--- src/logic/gauge_pkg.sv ---
package gauge_pkg;
  // AXI4-Lite byte addresses of the settings and status words.
  localparam logic [7:0] ADDR_CTRL = 8'h00;
  localparam logic [7:0] ADDR_DEGAS_TIME = 8'h04;
  localparam logic [7:0] ADDR_SENS = 8'h08;
  localparam logic [7:0] ADDR_RLY_LO = 8'h0C;
  localparam logic [7:0] ADDR_RLY_HI = 8'h10;
  localparam logic [7:0] ADDR_AUTO_TRIP = 8'h14;
  localparam logic [7:0] ADDR_OVERP = 8'h18;
  localparam logic [7:0] ADDR_COMMS = 8'h1C;
  localparam logic [7:0] ADDR_PRESSURE = 8'h20;
  localparam logic [7:0] ADDR_STATUS = 8'h24;
  localparam logic [7:0] ADDR_F1_HRS = 8'h28;
  localparam logic [7:0] ADDR_F2_HRS = 8'h2C;
  localparam logic [7:0] ADDR_D1_HRS = 8'h30;
  localparam logic [7:0] ADDR_D2_HRS = 8'h34;
  localparam logic [7:0] ADDR_PWR_HRS = 8'h38;

  // Control word bit positions (write 1 to the command bits).
  localparam int CTRL_FIL_ON = 0;
  localparam int CTRL_FIL_OFF = 1;
  localparam int CTRL_DEGAS_ON = 2;
  localparam int CTRL_DEGAS_OFF = 3;
  localparam int CTRL_EMIS_HI = 4;
  localparam int CTRL_FIL_SEL = 5;
  localparam int CTRL_RLY_TEST = 6;
  localparam int CTRL_RLY_FORCE = 7;
  localparam int CTRL_AUTO_EN = 8;

  // Pressures are log-coded: 16 * (exponent + 12) + mantissa step, with
  // mantissa steps 0..8 for 1.0..9.x; bigger code means higher pressure.
  localparam logic [7:0] P_1E11 = 8'h10;
  localparam logic [7:0] P_3E02 = 8'hA2;
  localparam logic [7:0] P_1E06 = 8'h60;
  localparam logic [7:0] P_5E06 = 8'h64;
  localparam logic [7:0] P_1E04 = 8'h80;
  localparam logic [7:0] P_5E02 = 8'hA4;
  localparam logic [7:0] P_1E03 = 8'h90;

  localparam logic [3:0] DEGAS_MIN_RST = 4'h2;
  localparam logic [3:0] DEGAS_MAX = 4'hA;
  localparam logic [6:0] SENS_MIN = 7'h02;
  localparam logic [6:0] SENS_MAX = 7'h63;
  localparam logic [6:0] SENS_RST = 7'h0A;
  localparam logic [3:0] ADDR_LO_RST = 4'h1;
  localparam logic [3:0] ADDR_HI_RST = 4'h0;
  localparam logic [3:0] BAUD_RST = 4'h4;

  localparam int CLK_HZ = 25_000_000;
  localparam int SEC_PER_MIN = 60;
  localparam int SEC_PER_TENTH_HOUR = 360;
  localparam int TICK_CYCLES = CLK_HZ;
endpackage

--- src/logic/gauge_setpoint_control.sv ---
// Implementation choices: the AXI4-Lite slave port and the register addresses.
module gauge_setpoint_control #(
  parameter int TICK_CYCLES = gauge_pkg::TICK_CYCLES,
  parameter int HOUR_W = 16
) (
  input wire logic clk_sys,
  input wire logic rst_b,
  input wire logic [7:0] awaddr,
  input wire logic awvalid,
  output logic awready,
  input wire logic [31:0] wdata,
  input wire logic [3:0] wstrb,
  input wire logic wvalid,
  output logic wready,
  output logic [1:0] bresp,
  output logic bvalid,
  input wire logic bready,
  input wire logic [7:0] araddr,
  input wire logic arvalid,
  output logic arready,
  output logic [31:0] rdata,
  output logic [1:0] rresp,
  output logic rvalid,
  input wire logic rready,
  input wire logic [7:0] pressure_code,
  output logic fil_one_drive,
  output logic fil_two_drive,
  output logic degas_drive,
  output logic emission_high,
  output logic relay_drive,
  output logic [6:0] sensitivity,
  output logic [7:0] node_address,
  output logic [3:0] baud_select
);
  localparam int TW = $clog2(TICK_CYCLES + 1);

  function automatic logic in_range(input logic [7:0] v, input logic [7:0] lo,
                                    input logic [7:0] hi);
    in_range = (v >= lo) && (v <= hi);
  endfunction

  logic [7:0] aw_q;
  logic aw_have_q;
  logic [31:0] w_q;
  logic [3:0] ws_q;
  logic w_have_q;
  logic bvalid_q;
  logic [1:0] bresp_q;
  logic rvalid_q;
  logic [31:0] rdata_q;
  logic [1:0] rresp_q;
  logic wr_go;
  logic wr_ok;

  logic fil_on_q, emis_hi_q, fil_sel_q, rly_test_q, rly_force_q, auto_en_q;
  logic degas_q;
  logic [3:0] degas_min_q;
  logic [6:0] sens_q;
  logic [7:0] rly_lo_q, rly_hi_q, auto_trip_q, overp_q;
  logic [3:0] addr_lo_q, addr_hi_q, baud_q;
  logic [7:0] pres_s1_q, pres_s2_q, pres_s3_q, pres_q;
  logic relay_q;
  logic [TW-1:0] tick_q;
  logic tick;
  logic [5:0] sec_q;
  logic [8:0] tenth_q;
  logic [3:0] degas_elapsed_q;
  logic tenth_hr;
  logic [HOUR_W-1:0] f1_q, f2_q, d1_q, d2_q, pwr_q;
  logic eff_emis_hi;
  logic overp_trip;

  assign awready = !aw_have_q && !bvalid_q;
  assign wready = !w_have_q && !bvalid_q;
  assign arready = !rvalid_q;
  assign bvalid = bvalid_q;
  assign bresp = bresp_q;
  assign rvalid = rvalid_q;
  assign rdata = rdata_q;
  assign rresp = rresp_q;
  assign wr_go = aw_have_q && w_have_q && !bvalid_q;

  always_comb begin
    case (aw_q)
      gauge_pkg::ADDR_CTRL, gauge_pkg::ADDR_DEGAS_TIME, gauge_pkg::ADDR_SENS,
      gauge_pkg::ADDR_RLY_LO, gauge_pkg::ADDR_RLY_HI, gauge_pkg::ADDR_AUTO_TRIP,
      gauge_pkg::ADDR_OVERP, gauge_pkg::ADDR_COMMS: wr_ok = 1'b1;
      default: wr_ok = 1'b0;
    endcase
  end

  // Address and data are captured independently; the response follows both.
  always_ff @(posedge clk_sys) begin
    if (!rst_b) begin
      aw_have_q <= 1'b0;
      w_have_q <= 1'b0;
      aw_q <= 8'h00;
      w_q <= 32'h0000_0000;
      ws_q <= 4'h0;
      bvalid_q <= 1'b0;
      bresp_q <= 2'h0;
    end else begin
      if (awvalid && awready) begin
        aw_have_q <= 1'b1;
        aw_q <= awaddr;
      end
      if (wvalid && wready) begin
        w_have_q <= 1'b1;
        w_q <= wdata;
        ws_q <= wstrb;
      end
      if (wr_go) begin
        aw_have_q <= 1'b0;
        w_have_q <= 1'b0;
        bvalid_q <= 1'b1;
        bresp_q <= wr_ok ? 2'h0 : 2'h2;
      end else if (bvalid_q && bready) begin
        bvalid_q <= 1'b0;
      end
    end
  end

  always_ff @(posedge clk_sys) begin
    if (!rst_b) begin
      rvalid_q <= 1'b0;
      rdata_q <= 32'h0000_0000;
      rresp_q <= 2'h0;
    end else if (arvalid && arready) begin
      rvalid_q <= 1'b1;
      rresp_q <= 2'h0;
      case (araddr)
        gauge_pkg::ADDR_CTRL: rdata_q <= {23'h0, auto_en_q, rly_force_q, rly_test_q,
                                          fil_sel_q, emis_hi_q, degas_q, 1'b0,
                                          fil_on_q, 1'b0};
        gauge_pkg::ADDR_DEGAS_TIME: rdata_q <= {28'h0, degas_min_q};
        gauge_pkg::ADDR_SENS: rdata_q <= {25'h0, sens_q};
        gauge_pkg::ADDR_RLY_LO: rdata_q <= {24'h0, rly_lo_q};
        gauge_pkg::ADDR_RLY_HI: rdata_q <= {24'h0, rly_hi_q};
        gauge_pkg::ADDR_AUTO_TRIP: rdata_q <= {24'h0, auto_trip_q};
        gauge_pkg::ADDR_OVERP: rdata_q <= {24'h0, overp_q};
        gauge_pkg::ADDR_COMMS: rdata_q <= {20'h0, baud_q, addr_hi_q, addr_lo_q};
        gauge_pkg::ADDR_PRESSURE: rdata_q <= {24'h0, pres_q};
        gauge_pkg::ADDR_STATUS: rdata_q <= {28'h0, eff_emis_hi, relay_q, degas_q,
                                            fil_on_q};
        gauge_pkg::ADDR_F1_HRS: rdata_q <= 32'(f1_q);
        gauge_pkg::ADDR_F2_HRS: rdata_q <= 32'(f2_q);
        gauge_pkg::ADDR_D1_HRS: rdata_q <= 32'(d1_q);
        gauge_pkg::ADDR_D2_HRS: rdata_q <= 32'(d2_q);
        gauge_pkg::ADDR_PWR_HRS: rdata_q <= 32'(pwr_q);
        default: begin
          rdata_q <= 32'h0000_0000;
          rresp_q <= 2'h2;
        end
      endcase
    end else if (rvalid_q && rready) begin
      rvalid_q <= 1'b0;
    end
  end

  // Pressure arrives from the measurement chain in another domain. The word is
  // taken only when two synchronised samples agree, so a code caught while its
  // bits change is never used.
  always_ff @(posedge clk_sys) begin
    if (!rst_b) begin
      pres_s1_q <= 8'hFF;
      pres_s2_q <= 8'hFF;
      pres_s3_q <= 8'hFF;
      pres_q <= 8'hFF;
    end else begin
      pres_s1_q <= pressure_code;
      pres_s2_q <= pres_s1_q;
      pres_s3_q <= pres_s2_q;
      if (pres_s2_q == pres_s3_q) pres_q <= pres_s2_q;
    end
  end

  // Settings; out-of-range values are refused and the old value kept.
  always_ff @(posedge clk_sys) begin
    if (!rst_b) begin
      emis_hi_q <= 1'b0;
      fil_sel_q <= 1'b0;
      rly_test_q <= 1'b0;
      rly_force_q <= 1'b0;
      auto_en_q <= 1'b0;
      degas_min_q <= gauge_pkg::DEGAS_MIN_RST;
      sens_q <= gauge_pkg::SENS_RST;
      rly_lo_q <= gauge_pkg::P_1E06;
      rly_hi_q <= gauge_pkg::P_5E06;
      auto_trip_q <= gauge_pkg::P_1E04;
      overp_q <= gauge_pkg::P_5E02;
      addr_lo_q <= gauge_pkg::ADDR_LO_RST;
      addr_hi_q <= gauge_pkg::ADDR_HI_RST;
      baud_q <= gauge_pkg::BAUD_RST;
    end else if (wr_go && wr_ok && ws_q[0]) begin
      case (aw_q)
        gauge_pkg::ADDR_CTRL: begin
          emis_hi_q <= w_q[gauge_pkg::CTRL_EMIS_HI];
          fil_sel_q <= w_q[gauge_pkg::CTRL_FIL_SEL];
          rly_test_q <= w_q[gauge_pkg::CTRL_RLY_TEST];
          rly_force_q <= w_q[gauge_pkg::CTRL_RLY_FORCE];
        end
        gauge_pkg::ADDR_DEGAS_TIME:
          if (w_q[7:0] >= 8'(gauge_pkg::DEGAS_MIN_RST) && w_q[7:0] <= 8'(gauge_pkg::DEGAS_MAX))
            degas_min_q <= w_q[3:0];
        gauge_pkg::ADDR_SENS:
          if (in_range(w_q[7:0], 8'(gauge_pkg::SENS_MIN), 8'(gauge_pkg::SENS_MAX)))
            sens_q <= w_q[6:0];
        gauge_pkg::ADDR_RLY_LO:
          if (in_range(w_q[7:0], gauge_pkg::P_1E11, gauge_pkg::P_3E02))
            rly_lo_q <= w_q[7:0];
        gauge_pkg::ADDR_RLY_HI:
          if (in_range(w_q[7:0], gauge_pkg::P_1E11, gauge_pkg::P_3E02))
            rly_hi_q <= w_q[7:0];
        gauge_pkg::ADDR_AUTO_TRIP:
          if (in_range(w_q[7:0], gauge_pkg::P_1E06, gauge_pkg::P_1E04))
            auto_trip_q <= w_q[7:0];
        gauge_pkg::ADDR_OVERP:
          if (w_q[7:0] <= gauge_pkg::P_5E02)
            overp_q <= w_q[7:0];
        gauge_pkg::ADDR_COMMS: begin
          addr_lo_q <= w_q[3:0];
          addr_hi_q <= w_q[7:4];
          baud_q <= w_q[11:8];
        end
        default: begin
        end
      endcase
    end
    if (rst_b && wr_go && wr_ok && ws_q[1] && aw_q == gauge_pkg::ADDR_CTRL)
      auto_en_q <= w_q[gauge_pkg::CTRL_AUTO_EN];
  end

  // Auto switching runs 4 mA below the trip pressure, else 100 uA.
  assign eff_emis_hi = auto_en_q ? (pres_q < auto_trip_q) : emis_hi_q;
  assign overp_trip = eff_emis_hi ? (pres_q > gauge_pkg::P_1E03)
                                  : (pres_q > overp_q);

  always_ff @(posedge clk_sys) begin
    if (!rst_b) begin
      fil_on_q <= 1'b0;
    end else if (overp_trip) begin
      fil_on_q <= 1'b0;
    end else if (wr_go && aw_q == gauge_pkg::ADDR_CTRL && ws_q[0]) begin
      if (w_q[gauge_pkg::CTRL_FIL_OFF])
        fil_on_q <= 1'b0;
      else if (w_q[gauge_pkg::CTRL_FIL_ON])
        fil_on_q <= 1'b1;
    end
  end

  // One-second tick, seconds in a minute, and tenth-hour pacing.
  assign tick = (tick_q == TW'(TICK_CYCLES - 1));
  always_ff @(posedge clk_sys) begin
    if (!rst_b) begin
      tick_q <= '0;
      sec_q <= 6'h00;
      tenth_q <= 9'h000;
    end else begin
      tick_q <= tick ? '0 : tick_q + TW'(1);
      if (tick) begin
        sec_q <= (sec_q == 6'(gauge_pkg::SEC_PER_MIN - 1)) ? 6'h00 : sec_q + 6'h01;
        tenth_q <= (tenth_q == 9'(gauge_pkg::SEC_PER_TENTH_HOUR - 1)) ? 9'h000
                 : tenth_q + 9'h001;
      end
    end
  end
  assign tenth_hr = tick && (tenth_q == 9'(gauge_pkg::SEC_PER_TENTH_HOUR - 1));

  always_ff @(posedge clk_sys) begin
    if (!rst_b) begin
      degas_q <= 1'b0;
      degas_elapsed_q <= 4'h0;
    end else if (!fil_on_q || overp_trip) begin
      degas_q <= 1'b0;
    end else if (wr_go && aw_q == gauge_pkg::ADDR_CTRL && ws_q[0] &&
                 (w_q[gauge_pkg::CTRL_DEGAS_OFF] || w_q[gauge_pkg::CTRL_FIL_OFF])) begin
      // A filament-off command ends degas on the same edge.
      degas_q <= 1'b0;
    end else if (wr_go && aw_q == gauge_pkg::ADDR_CTRL && ws_q[0] &&
                 w_q[gauge_pkg::CTRL_DEGAS_ON]) begin
      degas_q <= 1'b1;
      degas_elapsed_q <= 4'h0;
    end else if (degas_q && tick && sec_q == 6'(gauge_pkg::SEC_PER_MIN - 1)) begin
      degas_elapsed_q <= degas_elapsed_q + 4'h1;
      if (degas_elapsed_q + 4'h1 >= degas_min_q)
        degas_q <= 1'b0;
    end
  end

  always_ff @(posedge clk_sys) begin
    if (!rst_b) begin
      f1_q <= '0;
      f2_q <= '0;
      d1_q <= '0;
      d2_q <= '0;
      pwr_q <= '0;
    end else if (tenth_hr) begin
      pwr_q <= pwr_q + HOUR_W'(1);
      if (fil_on_q && !fil_sel_q) f1_q <= f1_q + HOUR_W'(1);
      if (fil_on_q && fil_sel_q) f2_q <= f2_q + HOUR_W'(1);
      if (degas_q && !fil_sel_q) d1_q <= d1_q + HOUR_W'(1);
      if (degas_q && fil_sel_q) d2_q <= d2_q + HOUR_W'(1);
    end
  end

  // Setpoint order picks the switching direction; test mode overrides.
  always_ff @(posedge clk_sys) begin
    if (!rst_b) begin
      relay_q <= 1'b0;
    end else if (rly_test_q) begin
      relay_q <= rly_force_q;
    end else if (rly_lo_q < rly_hi_q) begin
      if (pres_q < rly_lo_q) relay_q <= 1'b1;
      else if (pres_q > rly_hi_q) relay_q <= 1'b0;
    end else begin
      if (pres_q > rly_lo_q) relay_q <= 1'b1;
      else if (pres_q < rly_hi_q) relay_q <= 1'b0;
    end
  end

  always_ff @(posedge clk_sys) begin
    if (!rst_b) begin
      fil_one_drive <= 1'b0;
      fil_two_drive <= 1'b0;
      degas_drive <= 1'b0;
      emission_high <= 1'b0;
    end else begin
      fil_one_drive <= fil_on_q && !fil_sel_q;
      fil_two_drive <= fil_on_q && fil_sel_q;
      degas_drive <= degas_q;
      emission_high <= eff_emis_hi;
    end
  end

  assign relay_drive = relay_q;
  assign sensitivity = sens_q;
  assign node_address = {addr_hi_q, addr_lo_q};
  assign baud_select = baud_q;

  a_fil_starts_off: assert property (@(posedge clk_sys)
    $rose(rst_b) |-> !fil_on_q)
    else $error("filament not off after reset");
  a_degas_needs_fil: assert property (@(posedge clk_sys) disable iff (!rst_b)
    degas_q |-> fil_on_q)
    else $error("degas without filament");
  a_one_filament: assert property (@(posedge clk_sys) disable iff (!rst_b)
    !(fil_one_drive && fil_two_drive))
    else $error("both filaments driven");
  a_relay_test: assert property (@(posedge clk_sys) disable iff (!rst_b)
    rly_test_q |=> relay_q == $past(rly_force_q))
    else $error("relay test not followed");
  a_relay_low_on: assert property (@(posedge clk_sys) disable iff (!rst_b)
    (!rly_test_q && rly_lo_q < rly_hi_q && pres_q < rly_lo_q) |=> relay_q)
    else $error("relay not energized below low setpoint");
  a_relay_inv_on: assert property (@(posedge clk_sys) disable iff (!rst_b)
    (!rly_test_q && rly_lo_q > rly_hi_q && pres_q > rly_lo_q) |=> relay_q)
    else $error("relay not energized above low setpoint");
  a_setpoint_range: assert property (@(posedge clk_sys) disable iff (!rst_b)
    in_range(rly_lo_q, gauge_pkg::P_1E11, gauge_pkg::P_3E02) &&
    in_range(rly_hi_q, gauge_pkg::P_1E11, gauge_pkg::P_3E02))
    else $error("relay setpoint out of range");
  a_auto_emission: assert property (@(posedge clk_sys) disable iff (!rst_b)
    (auto_en_q && pres_q < auto_trip_q) |=> emission_high)
    else $error("auto switch did not select 4 mA");
  a_overp_off: assert property (@(posedge clk_sys) disable iff (!rst_b)
    (!eff_emis_hi && pres_q > overp_q) |=> !fil_on_q)
    else $error("filament on above overpressure limit");
  a_degas_range: assert property (@(posedge clk_sys) disable iff (!rst_b)
    degas_min_q >= gauge_pkg::DEGAS_MIN_RST && degas_min_q <= gauge_pkg::DEGAS_MAX)
    else $error("degas time out of range");
endmodule

--- config.mk ---
export PLATFORM = sky130hd
export DESIGN_NAME = gauge_setpoint_control
export DESIGN_NICKNAME = d
export VERILOG_FILES = /design/src/logic/gauge_pkg.sv /design/src/logic/gauge_setpoint_control.sv
export SDC_FILE = /design/constraint.sdc
export NUM_CORES = 1
export LEC_CHECK = 0
export ABC_AREA = 1
export ABC_CLOCK_PERIOD_IN_PS = 6200
export BUFFER_PORTS_ARGS = -buffer_cell sky130_fd_sc_hd__buf_4
export CAP_MARGIN = 20
export CORE_MARGIN = 8
export CORE_UTILIZATION = 40
export CTS_CLUSTER_DIAMETER = 30
export DETAILED_ROUTE_END_ITERATION = 10
export GPL_TIMING_DRIVEN = 0
export SYNTH_ARGS = -nofsm -noshare
export SYNTH_HDL_FRONTEND = slang
export SYNTH_SLANG_ARGS = --single-unit
--- constraint.sdc ---
create_clock -name clk_sys -period 6.2 [get_ports clk_sys]
set_input_delay 1.86 -clock clk_sys [delete_from_list [all_inputs] [get_ports clk_sys]]
set_output_delay 1.86 -clock clk_sys [all_outputs]
set_load 0.02 [all_outputs]
# Word level (Yosys, flattened, before mapping)
# Memory sizes are Yosys's and may differ from the RTL's. A register that Yosys moved wholly into a read port is not among the register bits.
# Cells that the tools add are included.
# classes
add_sub_neg	9
magnitude_cmp	17
eq_ne	27
n_mux	29
bitwise_logic	3
reduce_logical	68
# op_table
op	count
16-bit case mux with 15 select lines	1
16-bit by 1-bit adder with 16-bit output, second input constant	5
8-bit by 5-bit equality test with 1-bit output, second input constant	8
8-bit by 6-bit equality test with 1-bit output, second input constant	7
8-bit by 4-bit equality test with 1-bit output, second input constant	4
8-bit less-than comparator	4
1-bit logical AND	30
25-bit by 1-bit adder with 25-bit output, second input constant	1
25-bit equality test, second input constant	1
8-bit > comparator	3
8-bit less-or-equal comparator, second input constant	3
3-bit AND reduction	7
1-bit two-way mux	20
2-bit AND reduction	9
8-bit by 3-bit equality test with 1-bit output, second input constant	2
8-bit zero test	2
15-bit OR reduction	1
5-bit two-way mux	2
2-bit nonzero test	5
9-bit by 1-bit adder with 9-bit output, second input constant	1
9-bit equality test, second input constant	1
9-bit two-way mux	1
8-bit equality test	1
8-bit by 2-bit >= comparator with 1-bit output, second input constant	1
21 further kinds	33
# word_totals
regBits	285
mem_bits_ro	32
input_bits	67
out_inout_bits	65
wordCells	198
n_memories	1
# memory_table
name	depth	word_bits	rd	rd_clocked_by_memory_dff	wr	line_no	text
(no name shown)	32	1	1	1	0	gauge_setpoint_control.sv:84	case (aw_q)

# Logic depth before layout (Yosys ltp)
# depth
word_depth	7
mapped_depth	16
depth_no_buf	16

# Worst setup path before layout
# Ideal clock, no wire load.
# synth_timing
kind	input to register
from	in araddr[7]
to	reg rdata_q[0] (netlist: rdata[0])
setup_time_ps	70
arrival_ps	3049
required_time_ps	6130
path_slack_ps	3081
cell_stages	9
path_buffers	0
path_cell_list	nor2_1 > nand3_1 > nor2_2 > inv_1 > o211ai_1 > nor2_1 > nand2_1 > nand2_1 > a21oi_1
# synth_via
elab_chain_cells	2
elab_cells_between_ends	16
classes_between	eq/ne (14); mux (1); reduce/logical (1)
# synth_lines
item	line_no	text
start, declared	gauge_setpoint_control.sv:18	input wire logic [7:0] araddr,
8-bit by 6-bit equality test with 1-bit output (tied with other cells)	gauge_setpoint_control.sv:131	case (araddr)
16-bit case mux with 15 select lines (*)	gauge_setpoint_control.sv:131	
end signal, assigned	gauge_setpoint_control.sv:132	gauge_pkg::ADDR_CTRL: rdata_q <= {23'h0, auto_en_q, rly_force_q, rly_test_q,
end signal, assigned	gauge_setpoint_control.sv:135	gauge_pkg::ADDR_DEGAS_TIME: rdata_q <= {28'h0, degas_min_q};
end signal, assigned	gauge_setpoint_control.sv:136	gauge_pkg::ADDR_SENS: rdata_q <= {25'h0, sens_q};
end, declared	gauge_setpoint_control.sv:50	logic [31:0] rdata_q;
# Mark *: on every way between the ends. The rest lies on a longest branch, timed or not.
# A chain may end at the register's enable or synchronous reset.

# Worst setup path after layout
# layout_timing
from	in araddr[1]
to	reg rdata_q[1] (netlist: rdata[1])
# Same word-level chain as after synthesis.

==> qor.csv <==
stage,metric,value,unit
placement,Place WS,2210,ps
sta,"Worst Setup Slack, final",2690,ps
pwr,Power per Cell Area,326,mW/mm²
cts,cts bufs inserted,70,
grt,total grt overflow,0,
worst_setup_path,Levels on crit path,10,
grt,largest net degree at the start of global routing,12,
cts,# hold bufs at CTS,0,
cts,post-CTS setup buffers,0,
worst_setup_path,Crit. End Element,flip-flop,
grt,first-pass GRT wire length,73900,µm
die,Initial Util,40.4,%
logic_synthesis,asr flop ratio synth,0,%
logic_synthesis,most used flip-flop cell after synthesis,dfxtp_1,
job,maxcap violations,0,
cts,CTS tree,done,
logic_synthesis,number of synthesized register bits,268,
detailed_routing,Via Count,14191,
pwr,LEAKAGE,7.46,nW
pwr,switch share,22.8,%
die,Die Ht,205,µm
logic_synthesis,most frequent cell after synthesis,nand2_1,
worst_setup_path,CP required,6680,ps
worst_hold_path,Hold Crit Class,flip-flop to flip-flop,
pwr,Psw,0.00134,W
logic_synthesis,Synth cell types,49,
pwr,Clk network pwr share,64.3,%
pwr,internal power,0.00454,W
cts,clk slew on worst S/H paths,50,ps
worst_setup_path,Worst R2R Path Depth,10,
final_layout,Filler cells,3484,
worst_setup_path,Worst Path Arrival,3990,ps
logic_synthesis,Netlist Area Pre-Place,0.0143,mm²
cts,H-tree depth,3,
worst_setup_path,crit-path cells,buf_4 -> nor2_1 -> nand3_1 -> nor2_2 -> inv_1 -> o21ai_0 -> nor2_1 -> nand4_1 -> nand2_1 -> a21oi_1,
logic_synthesis,share of the synthesized area in the top cell type,37.5,%
detailed_routing,DR vias/cell,5.16,
die,num rows,69,
logic_synthesis,post-synthesis sequential area ratio,37.7,%
sta,setup_tns,0,ps
final_layout,Final nets,2354,
sta,"Slew Viols, Final",0,
logic_synthesis,Area contributors post-synth,"dfxtp_1 37%, nand2_1 13%, inv_1 6.3%",
detailed_routing,Total Routed Length,46800,µm
worst_setup_path,slowest CP cell,nor2_2,
logic_synthesis,Yosys warnings,0,
final_layout,area grow syn2layout,26.6,%
cts,"Clk Latency, worst-skew pair",560,ps
cts,PostCTS Resize Cnt,0,
sta,Worst Skew,20.1,ps
cts,CTS root buf,clkbuf_16,
grt,initial antenna violation count,0,
final_layout,Final Non-Filler Cells,2749,
grt,overall global routing resource usage,22.1,%
logic_synthesis,Syn Inst Count,2056,
worst_setup_path,CP Launch Type,input pin,
pwr,Logic pwr share,4.9,%
worst_setup_path,worst-path fanout max,9,
sta,final setup violating endpoints,0,
worst_setup_path,"CP delay by family, top",simple AND/OR/NAND/NOR gates,
detailed_routing,ANT nets after route,0,
sta,max-slew headroom at the worst pin,25.4,%
sta,Period minus WS final,3510,ps
cts,Num Clock Sinks,268,
sta,Fmax,285,MHz
worst_setup_path,Worst Path Buf+Inv,2,
detailed_routing,1st-iter DRT viols,1130,
placement,Final Wtd Congestion,0.932,
pwr,sequential power share,30.8,%
placement,DP HPWL,35300,µm
placement,Inst Count DP,2625,
die,Die Span X,205,µm
worst_hold_path,Hold Crit Depth,1,
sta,Final Hold Violating Endpoints,0,
sta,crit share post-route,56.7,%
placement,I/O Buffers,91,
detailed_routing,Avg WL per Cell,17.0,µm
detailed_routing,DRC,0,
die,num ports,132,
worst_setup_path,CP peak stage delay,460,ps
worst_setup_path,WS Path Type,input pin to flip-flop,
worst_setup_path,crit-path most repeated cell,nor2_1,
final_layout,share of layout cells above drive strength 1,12.6,%
worst_setup_path,Worst R2R Setup Slack,3740,ps
status,status,finished clean,
die,Die ar.,0.0420,mm²
sta,worst-margin pin slew,1100,ps
logic_synthesis,"EDFF count, synth",1,
grt,vias in the first global route,13943,
pwr,worst vdd ir,0.229,mV
logic_synthesis,Commonest cells post-synth,"512 x nand2_1, 267 x dfxtp_1, 238 x inv_1",
die,Core ar.,0.0353,mm²
logic_synthesis,post-synth top area cell,dfxtp_1,
final_layout,Antenna Cells,0,
sta,RSZ-0062 raised after global routing,no,
logic_synthesis,mean post-synth cell area,6.94,µm²
cts,maximum clock insertion buffer count,3,
detailed_routing,Pre-antenna DRT Iters,8,
## worst register-to-register path, stage by stage (launching register included)
cell     delay [ps]
dfxtp_1         360
ha_1            240
nand2_1         120
nor3_2          120
nor3b_4         440
inv_2           140
nor2_8          230
nand2_1         240
buf_2           290
nand2_1          80
a21oi_1          60
## registers in the layout (all words and copies together) (netlist names), 9 cells and up, named ones only
register and cells:
tenth_q 9, tick_q 25, w_q 12, f2_q 16, f1_q 16, d2_q 16
d1_q 16, pwr_q 16, rdata 16
## area by class of cell
class / instances / area (µm²) / share of cell area, %
multi-input cells: 1484 / 7620 / 42.2
flip-flops and latches: 268 / 5380 / 29.8
clock buffers: 87 / 1910 / 10.6
inverters: 244 / 917 / 5.08
repair buffers: 91 / 683 / 3.78
well taps: 461 / 577 / 3.20
clock inverters: 37 / 556 / 3.08
plain buffers: 77 / 418 / 2.32
## power groups by stage
stage | Combinational [W] | Sequential, W | Clock (W)
2_1_floorplan | 0.000184 | 0.00182 | 0
3_3_place_gp | 0.000282 | 0.00184 | 0
3_5_place_dp | 0.000287 | 0.00184 | 0
4_1_cts | 0.000289 | 0.00181 | 0.00382
5_1_grt | 0.000326 | 0.00181 | 0.00392
6_report | 0.000291 | 0.00181 | 0.00378
## stage by stage
stage          utilization, %  hold slack (ps)  power [W]  cell area (µm²)
5_1_grt                  51.1              421    0.00606            18100
3_3_place_gp             44.1              397    0.00212            15600
2_1_floorplan               -              393    0.00200            14300
6_report                 51.1              402    0.00588            18100
4_1_cts                  51.1              407    0.00592            18100
3_5_place_dp             44.1              399    0.00213            15600
## per-layer routing
layer  vias to the layer above  share of wire (%)  track usage (%)
met1                      6507                 44             28.1
met4                         0                4.1             11.1
met3                       114                7.3             4.55
li1                       7060                  -                -
met2                       510                 45             35.0
met5                         -                  0                0
## final timing paths
path / start / endpoint
max: araddr[1] / rdata[1]$_SDFFE_PN0P_
min: pres_s1_q[5]$_SDFF_PN1_ / pres_s2_q[5]$_SDFF_PN1_
max reg2reg: tenth_q[0]$_SDFFE_PN0N_ / d1_q[5]$_SDFFE_PN0P_
min reg2reg: pres_s1_q[5]$_SDFF_PN1_ / pres_s2_q[5]$_SDFF_PN1_
## logic make-up (layout without fill, tap and decap cells)
group                    Yosys count  after routing  share of synthesized area [%]
AO/OA/AOI/OAI                    326            326                           12.8
XOR/XNOR                          87             87                           5.34
adder cells (fa/ha/maj)           51             51                           4.47
buffers and inverters            321            536                           9.36
flip-flops                       268            268                           37.7
other                              1             18                         0.0263
AND/OR/NAND/NOR                 1002           1002                           30.4
## layout by cell type (no fill, tap or decap), types with 4 or more instances in the layout
cell	count
buf_2	10
nand3_1	102
nor4_1	14
or2_2	27
o22ai_1	7
buf_6	6
clkinv_2	10
clkbuf_8	5
nor2_2	5
clkbuf_16	72
conb_1	18
inv_6	4
bufinv_16	12
o21a_1	5
o31ai_1	4
o211ai_1	25
a21oi_1	167
clkinvlp_4	6
nor3_1	50
nor2_1	217
inv_1	238
dfxtp_1	267
ha_1	51
xor2_1	69
nand3b_1	4
nand2_1	512
o21ai_0	82
nor3b_1	4
buf_4	110
clkbuf_1	49
xnor2_1	18
nand4_1	51
a211oi_1	26
Power figures use the tool's default switching activity.
